===== src/hdl/memctl_defines.svh =====
// Constants for the DRAM and page-ROM access controller
`ifndef MEMCTL_DEFINES_SVH
`define MEMCTL_DEFINES_SVH
`define ADDR_W 24
`define BLOCK_HI 23
`define BLOCK_LO 22
`define BLOCK_DRAM 2'h0
`define BLOCK_PROM 2'h3
`define SPLIT_8 2'h0
`define SPLIT_9 2'h1
`define SPLIT_10 2'h2
`define SPLIT_11 2'h3
`define STBY_HALT 2'h0
`define STBY_IDLE 2'h1
`define STBY_STOP 2'h2
`define SELF_RAS_US 100
`define CLK_MHZ 50
`define SELF_RAS_CYC (`SELF_RAS_US * `CLK_MHZ)
`define RFI_W 8
`define WAIT_W 3
`define PMASK_LO 3
`define PMASK_HI 5
`define CBR_WAIT 2
`define RFP_MAX 4'hF
`endif


===== src/hdl/memctl_pkg.sv =====
// Types for the DRAM and page-ROM access controller
package memctl_pkg;
   typedef enum logic [7:0] {
      ST_IDLE = 8'h01,
      ST_ROW = 8'h02,
      ST_COL = 8'h04,
      ST_PROM = 8'h08,
      ST_RFCAS = 8'h10,
      ST_RFRAS = 8'h20,
      ST_SELF = 8'h40,
      ST_DONE = 8'h80
   } memState_t;
endpackage


===== src/hdl/dram_and_page_rom_control.sv =====
// DRAM and page-ROM access controller with CBR and self refresh
//
// Overview of operation
// - DRAM on-page takes 2 or 3 clocks, off-page 4 or 5 clocks
// - Row address then column address go out on same pins
// - Multiplex width 8, 9, 10 or 11 bits from split field
// - Width 11 puts a12-a22 as row and a1-a11 as column on A1-A11
// - Distributed CBR refresh, enable and interval from refresh control
// - Refresh due while bus held: drop hold grant, do not seize bus
// - Self-refresh on HALT when standby select is IDLE or STOP
// - Self-refresh row strobe held at least 100 us
// - Self-refresh ends on reset or nonmaskable interrupt
// - Page-ROM cycles only for address block 3
// - Latch page-ROM address and compare with next one
// - Bits A3-A5 excluded from comparison per page-ROM config
// - Page width 8 to 64 bytes set by the mask
// - Separate wait counts for on-page and off-page ROM access
// - DRAM cycles only in address block 0
`timescale 1ns/10ps
`default_nettype none
`include "memctl_defines.svh"
module dram_and_page_rom_control
   import memctl_pkg::*;
#(
   parameter int SELF_RAS_CYCLES = `SELF_RAS_CYC
) (
   input wire logic clk_sys,
   input wire logic reset,
   input wire logic accReq,
   input wire logic [`ADDR_W-1:0] accAddr,
   input wire logic dramExtraWait,
   input wire logic [1:0] rowColSplitWidth,
   input wire logic refreshEnable,
   input wire logic [`RFI_W-1:0] refreshInterval,
   input wire logic [1:0] standbySelect,
   input wire logic haltExec,
   input wire logic nmiIn,
   input wire logic holdRequestIn,
   input wire logic [2:0] pageRomMask,
   input wire logic [`WAIT_W-1:0] promOffWait,
   input wire logic promOnWait,
   output logic accDone,
   output logic accOnPage,
   output logic [`ADDR_W-1:0] addrOut,
   output logic rowStrobeN,
   output logic lowerColumnStrobeN,
   output logic upperColumnStrobeN,
   output logic refreshRequestOutN,
   output logic holdGrant,
   output logic selfRefreshActive
);
   // ----------------------------------------------------------------
   // State
   // ----------------------------------------------------------------
   typedef struct packed {
      memState_t st;
      logic [15:0] cnt;
      logic [`RFI_W-1:0] rfTimer;
      logic [3:0] rfPending;
      logic [`ADDR_W-1:0] rowOpen;
      logic rowValid;
      logic [`ADDR_W-1:0] promLast;
      logic promValid;
      logic [`ADDR_W-1:0] addr;
      logic ras;
      logic cas;
      logic done;
      logic onPg;
      logic grant;
      logic selfRf;
      logic [2:0] holdSync;
      logic [2:0] nmiSync;
      logic holdLvl;
      logic nmiLvl;
      logic rfReq;
   } ctlState_t;

   ctlState_t s_q, s_d;
   logic promHit;
   logic holdReqS, nmiS;

   // A change counts only once the last two sync stages agree
   assign holdReqS = (s_q.holdSync[2] == s_q.holdSync[1]) ?
      s_q.holdSync[1] : s_q.holdLvl;
   assign nmiS = (s_q.nmiSync[2] == s_q.nmiSync[1]) ?
      s_q.nmiSync[1] : s_q.nmiLvl;

   page_compare u_cmp (
      .curAddr(accAddr),
      .lastAddr(s_q.promLast),
      .lastValid(s_q.promValid),
      .pageMask(pageRomMask),
      .onPage(promHit)
   );

   // Row part of the address, shifted down by the split width
   function automatic logic [`ADDR_W-1:0] rowAddr(
      input logic [`ADDR_W-1:0] a, input logic [1:0] w);
      logic [`ADDR_W-1:0] r;
      r = a;
      unique case (w)
         `SPLIT_8: r[8:1] = a[16:9];
         `SPLIT_9: r[9:1] = a[18:10];
         `SPLIT_10: r[10:1] = a[20:11];
         `SPLIT_11: r[11:1] = a[22:12];
      endcase
      return r;
   endfunction

   // Mask of column bits for the split width, used for page hit
   function automatic logic [`ADDR_W-1:0] colMask(input logic [1:0] w);
      logic [`ADDR_W-1:0] m;
      m = '0;
      unique case (w)
         `SPLIT_8: m[8:0] = 9'h1FF;
         `SPLIT_9: m[9:0] = 10'h3FF;
         `SPLIT_10: m[10:0] = 11'h7FF;
         `SPLIT_11: m[11:0] = 12'hFFF;
      endcase
      return m;
   endfunction

   // ----------------------------------------------------------------
   // Next state
   // ----------------------------------------------------------------
   always_comb begin
      logic [1:0] blk;
      logic dramSameRow;
      logic take;
      s_d = s_q;
      blk = accAddr[`BLOCK_HI:`BLOCK_LO];
      // Request still high in the done cycle belongs to the finished access
      take = accReq && !s_q.done;
      dramSameRow = s_q.rowValid &&
         ((accAddr & ~colMask(rowColSplitWidth)) ==
          (s_q.rowOpen & ~colMask(rowColSplitWidth)));
      s_d.holdSync = {s_q.holdSync[1:0], holdRequestIn};
      s_d.nmiSync = {s_q.nmiSync[1:0], nmiIn};
      s_d.holdLvl = holdReqS;
      s_d.nmiLvl = nmiS;
      s_d.done = 1'b0;
      // Interval timer keeps running so up to 15 due refreshes stay pending
      if (refreshEnable) begin
         if (s_q.rfTimer == '0) begin
            s_d.rfTimer = refreshInterval;
            if (s_q.rfPending != `RFP_MAX)
               s_d.rfPending = s_q.rfPending + 4'h1;
         end else begin
            s_d.rfTimer = s_q.rfTimer - 1'b1;
         end
      end else begin
         s_d.rfTimer = refreshInterval;
      end
      // Grant drops while a refresh is pending to ask for the bus back
      s_d.grant = holdReqS && (s_q.rfPending == '0) &&
         (s_q.st == ST_IDLE);
      unique case (s_q.st)
         ST_IDLE: begin
            s_d.cnt = '0;
            if (s_q.grant || holdReqS) begin
               // Bus belongs to the other master; refresh waits
               s_d.ras = 1'b0;
               s_d.cas = 1'b0;
               s_d.rowValid = 1'b0;
            end else if (haltExec && (standbySelect == `STBY_IDLE ||
                        standbySelect == `STBY_STOP)) begin
               s_d.st = ST_RFCAS;
               s_d.selfRf = 1'b1;
               s_d.cas = 1'b1;
               s_d.ras = 1'b0;
               s_d.rowValid = 1'b0;
            end else if (s_q.rfPending != '0) begin
               s_d.st = ST_RFCAS;
               s_d.rfPending = s_d.rfPending - 4'h1;
               s_d.cas = 1'b1;
               s_d.ras = 1'b0;
               s_d.rowValid = 1'b0;
            end else if (take && blk == `BLOCK_DRAM) begin
               s_d.addr = rowAddr(accAddr, rowColSplitWidth);
               s_d.rowOpen = accAddr;
               s_d.rowValid = 1'b1;
               s_d.onPg = dramSameRow;
               if (dramSameRow) begin
                  // RAS stays low through fast page mode
                  s_d.st = ST_COL;
                  s_d.addr = accAddr;
                  s_d.cas = 1'b1;
                  s_d.cnt = {15'h0, dramExtraWait};
               end else begin
                  s_d.st = ST_ROW;
                  s_d.ras = 1'b0;
                  s_d.cas = 1'b0;
                  s_d.cnt = {15'h0, dramExtraWait} + 16'h1;
               end
            end else if (take && blk == `BLOCK_PROM) begin
               s_d.st = ST_PROM;
               s_d.addr = accAddr;
               s_d.onPg = promHit;
               s_d.promLast = accAddr;
               s_d.promValid = 1'b1;
               s_d.cnt = promHit ? {15'h0, promOnWait} :
                  {13'h0, promOffWait};
            end
         end
         ST_ROW: begin
            // First clock row strobe falls; column after the wait
            s_d.ras = 1'b1;
            if (s_q.cnt == '0) begin
               s_d.st = ST_COL;
               s_d.addr = accAddr;
               s_d.cas = 1'b1;
            end else begin
               s_d.cnt = s_q.cnt - 16'h1;
            end
         end
         ST_COL: begin
            if (s_q.cnt == '0) begin
               s_d.cas = 1'b0;
               s_d.done = 1'b1;
               s_d.st = ST_IDLE;
            end else begin
               s_d.cnt = s_q.cnt - 16'h1;
            end
         end
         ST_PROM: begin
            if (s_q.cnt == '0) begin
               s_d.done = 1'b1;
               s_d.st = ST_IDLE;
            end else begin
               s_d.cnt = s_q.cnt - 16'h1;
            end
         end
         ST_RFCAS: begin
            s_d.ras = 1'b1;
            s_d.st = s_q.selfRf ? ST_SELF : ST_RFRAS;
            s_d.cnt = s_q.selfRf ? 16'(SELF_RAS_CYCLES) : 16'(`CBR_WAIT);
         end
         ST_RFRAS: begin
            if (s_q.cnt == '0) begin
               s_d.st = ST_DONE;
               s_d.ras = 1'b0;
               s_d.cas = 1'b0;
            end else begin
               s_d.cnt = s_q.cnt - 16'h1;
            end
         end
         ST_SELF: begin
            if (s_q.cnt != '0)
               s_d.cnt = s_q.cnt - 16'h1;
            // Exit only after minimum pulse; NMI held by caller
            if (s_q.cnt == '0 && nmiS) begin
               s_d.st = ST_DONE;
               s_d.ras = 1'b0;
               s_d.cas = 1'b0;
               s_d.selfRf = 1'b0;
            end
         end
         ST_DONE: s_d.st = ST_IDLE;
      endcase
      s_d.rfReq = (s_d.rfPending != '0);
   end

   // ----------------------------------------------------------------
   // Registers
   // ----------------------------------------------------------------
   always_ff @(posedge clk_sys) begin
      if (reset) begin
         s_q <= '{st: ST_IDLE, default: '0};
      end else begin
         s_q <= s_d;
      end
   end

   assign accDone = s_q.done;
   assign accOnPage = s_q.onPg;
   assign addrOut = s_q.addr;
   assign rowStrobeN = ~s_q.ras;
   assign lowerColumnStrobeN = ~s_q.cas;
   assign upperColumnStrobeN = ~s_q.cas;
   assign refreshRequestOutN = ~s_q.rfReq;
   assign holdGrant = s_q.grant;
   assign selfRefreshActive = s_q.selfRf;
endmodule
`default_nettype wire


===== src/hdl/page_compare.sv =====
// Page-ROM on-page/off-page decision with masked address comparison
`timescale 1ns/10ps
`default_nettype none
`include "memctl_defines.svh"
module page_compare
   import memctl_pkg::*;
(
   input wire logic [`ADDR_W-1:0] curAddr,
   input wire logic [`ADDR_W-1:0] lastAddr,
   input wire logic lastValid,
   input wire logic [2:0] pageMask,
   output logic onPage
);
   logic [`ADDR_W-1:0] cmpMask;
   always_comb begin
      // Bits below A3 are always within a page (8-byte minimum)
      cmpMask = '1;
      cmpMask[`PMASK_LO-1:0] = 3'h0;
      cmpMask[`PMASK_HI:`PMASK_LO] = ~pageMask;
      onPage = lastValid &&
         ((curAddr & cmpMask) == (lastAddr & cmpMask));
   end
endmodule
`default_nettype wire


===== config.mk =====
export PLATFORM = sky130hd
export DESIGN_NAME = dram_and_page_rom_control
export DESIGN_NICKNAME = d
export VERILOG_FILES = /design/src/hdl/memctl_pkg.sv /design/src/hdl/dram_and_page_rom_control.sv /design/src/hdl/page_compare.sv
export VERILOG_INCLUDE_DIRS = /design/src /design/src/hdl
export SDC_FILE = /design/constraint.sdc
export NUM_CORES = 1
export LEC_CHECK = 0
export BUFFER_PORTS_ARGS = -buffer_cell sky130_fd_sc_hd__buf_2
export CAP_MARGIN = 20
export CORE_UTILIZATION = 50
export DETAILED_ROUTE_END_ITERATION = 10
export HOLD_SLACK_MARGIN = 0.06
export PLACE_DENSITY = 0.72
export SYNTH_ARGS = -nofsm -noshare
export SYNTH_HDL_FRONTEND = slang
export SYNTH_HIERARCHICAL = 1
export SYNTH_SLANG_ARGS = --single-unit
export TNS_END_PERCENT = 30

===== constraint.sdc =====
create_clock -name clk_sys -period 3.6 [get_ports clk_sys]
set_input_delay 0.54 -clock clk_sys [delete_from_list [all_inputs] [get_ports clk_sys]]
set_output_delay 0.54 -clock clk_sys [all_outputs]
set_load 0.02 [all_outputs]

==> impl_metrics.env <==
export IMPL_outcome="finished clean"
export IMPL_cts_tree="done"
export IMPL_rsz0062_at_grt="false"
export IMPL_drtIter0Drc=541
export IMPL_cellInternalPower_mw=3.33
export IMPL_htreeDepth=4
export IMPL_yosysWarnings=6
export IMPL_ctsResizeCount=0
export IMPL_r2r_end="s_q[0]"
export IMPL_rr_startpoint="s_q[119]"
export IMPL_num_antenna_cells=0
export IMPL_swShare=0.372
export IMPL_grt_max_degree=94
export IMPL_crit_fanout=14
export IMPL_routedWlPerCell_um=17.2
export IMPL_fmaxAchievable_ghz=0.343
export IMPL_setup_tns_ns=0
export IMPL_vias=5678
export IMPL_worstPathRequired_ns=3.93
export IMPL_min_path_type="in2reg"
export IMPL_reg2reg_depth=6
export IMPL_end_kind="flip-flop"
export IMPL_skew_ns=0.00707
export IMPL_overflow=0
export IMPL_crit_family="simple AND/OR/NAND/NOR gates"
export IMPL_cts_buffers=17
export IMPL_hold_end="s_d[7]"
export IMPL_cp_start_kind="flip-flop"
export IMPL_nNetsFinal=855
export IMPL_arrival_ns=3.25
export IMPL_hold_viol=0
export IMPL_slowest_stage="nor3b_1"
export IMPL_clockRootBuffer="clkbuf_16"
export IMPL_syn_area_mm2=0.00625
export IMPL_antenna_found_initial=0
export IMPL_first_pass_iters=5
export IMPL_peakVddDrop_v=0.000575
export IMPL_portBuffers=82
export IMPL_setup_viol=0
export IMPL_hold_depth=2
export IMPL_post_route_period_util=0.811
export IMPL_viasPerCell=5.81
export IMPL_clk_latency_ns=0.42
export IMPL_clkPwrFrac=0.338
export IMPL_coreArea_mm2=0.0121
export IMPL_die_area_mm2=0.0130
export IMPL_power_density_mw_per_mm2=739
export IMPL_critical_path_class="reg2reg"
export IMPL_fp_dieW_um=114
export IMPL_grt_usage=0.272
export IMPL_drc_errors=0
export IMPL_min_from="holdRequestIn"
export IMPL_clk_transition_reported_paths_ns=0.05
export IMPL_synth_nets=817
export IMPL_fp_dieH_um=114
export IMPL_netlist_instances=759
export IMPL_area_growth_syn_to_layout_pct=14.7
export IMPL_drive_above_1_share=0.189
export IMPL_crit_chain="nor4_2 > nand3_1 > nor3b_1 > mux2_2 > a31o_2 > o21ai_0"
export IMPL_start_util=0.516
export IMPL_grt_pass1_wl_um=27200
export IMPL_netSwitchingPower_mw=1.97
export IMPL_reg2reg_setup_slack_ns=0.68
export IMPL_worstMarginPinSlew_ns=1.00
export IMPL_drv_cap=0
export IMPL_first_global_vias=5347
export IMPL_combPwrFrac=0.365
export IMPL_cpPeakStageDelay_ns=0.58
export IMPL_clock_sinks=113
export IMPL_avgSynthCellArea_um2=8.24
export IMPL_period_needed_ns=2.92
export IMPL_p_leak_nw=2.67
export IMPL_routabilityCongestion=0.892
export IMPL_dp_hpwl_um=11900
export IMPL_post_cts_buffers=0
export IMPL_fin_total_pwr_mw=5.30
export IMPL_slew_limit_headroom=0.326
export IMPL_holdBufCountCts=0
export IMPL_io_pins=83
export IMPL_routed_wirelength_um=16800
export IMPL_rows=40
export IMPL_clockBufferDepth=2
export IMPL_critPathLaunch="s_q[119]"
export IMPL_power_frac_seq=0.297
export IMPL_path_buf_inv=0
export IMPL_ant_nets=0
export IMPL_drv_slew=0
## per-layer routing
metal  track usage  vias to the layer above  share of wire
met5             0                        -              0
met3        0.0654                       25          0.068
met1         0.370                     2642           0.46
met4         0.104                        0          0.019
li1              -                     2779              -
met2         0.419                      232           0.45
## flip-flops by register name, indices dropped and copies added (netlist names)
register and count:
s_q 81, addrOut 24, s_d 4, accDone 1, accOnPage 1, holdGrant 1
selfRefreshActive 1
## power groups by stage
stage / Combinational [mW] / Clock (mW) / Sequential (mW)
after detailed placement: 1.90 / 0 / 1.59
final: 1.93 / 1.79 / 1.57
after floorplan: 1.61 / 0 / 1.53
after global routing: 2.13 / 1.87 / 1.60
after CTS: 1.91 / 1.81 / 1.57
after global placement: 1.84 / 0 / 1.58
## layout make-up
class                      count  area [um^2]
multi-input combinational    559         3520
inverter                      12         45.0
timing repair buffer          94          500
sequential                   113         2260
clock inverter                 9          154
clock buffer                  23          478
tap                          168          210
fill                        1139         4940
## worst max-delay path by stage
| stage | to | slack (ns) | cells past startpoint |
|---|---|---|---|
| final | s_q[0] | 0.68 | 6 |
| after global routing | s_q[0] | 0.46 | 6 |
| after CTS | addrOut[10] | 0.72 | 8 |
| after detailed placement | addrOut[10] | 0.57 | 7 |
| after global placement | s_q[101] | 0.67 | 10 |
| after floorplan | s_q[101] | 0.92 | 10 |
## per-stage QoR
step / setup slack, ns / hold slack, ns / std cells / util / area (um^2)
finish: 0.681 / 0.338 / 978 / 0.592 / 7170
global route: 0.461 / 0.335 / 978 / 0.592 / 7170
CTS: 0.715 / 0.333 / 977 / 0.591 / 7160
detailed placement: 0.565 / 0.432 / 945 / 0.539 / 6530
global placement: 0.673 / 0.417 / 945 / 0.539 / 6530
floorplan: 0.924 / 0.414 / 759 / - / 6250
## worst reg2reg max path: cells and delay by family (launching register included)
family	cells	cell delay, ns
AO/OA/AOI/OAI	2	0.34
AND/OR/NAND/NOR	3	1.64
flip-flops	1	0.44
multiplexers	1	0.41
## placed cells by master (no fill, tap or decap), drive strengths merged, types with 4 or more instances in the layout
cell type  instances
nor3              25
nand4             14
nor4              17
o21ai             25
and2               4
mux4               8
nand2b             5
a2111oi            4
or4               12
o31ai              4
bufinv             4
dfxtp            113
ha                 7
inv               12
a32oi              9
buf               94
nand2            110
o21a               9
a21oi             68
xor2              12
nand3             30
xnor2             44
nor2b              8
nor3b              5
nor2              54
mux2i              6
and3               7
mux2               4
a31oi              5
clkbuf            23
o211ai             8
or3                7
a211oi            14
Note: power is estimated with default switching activity, not from simulation.
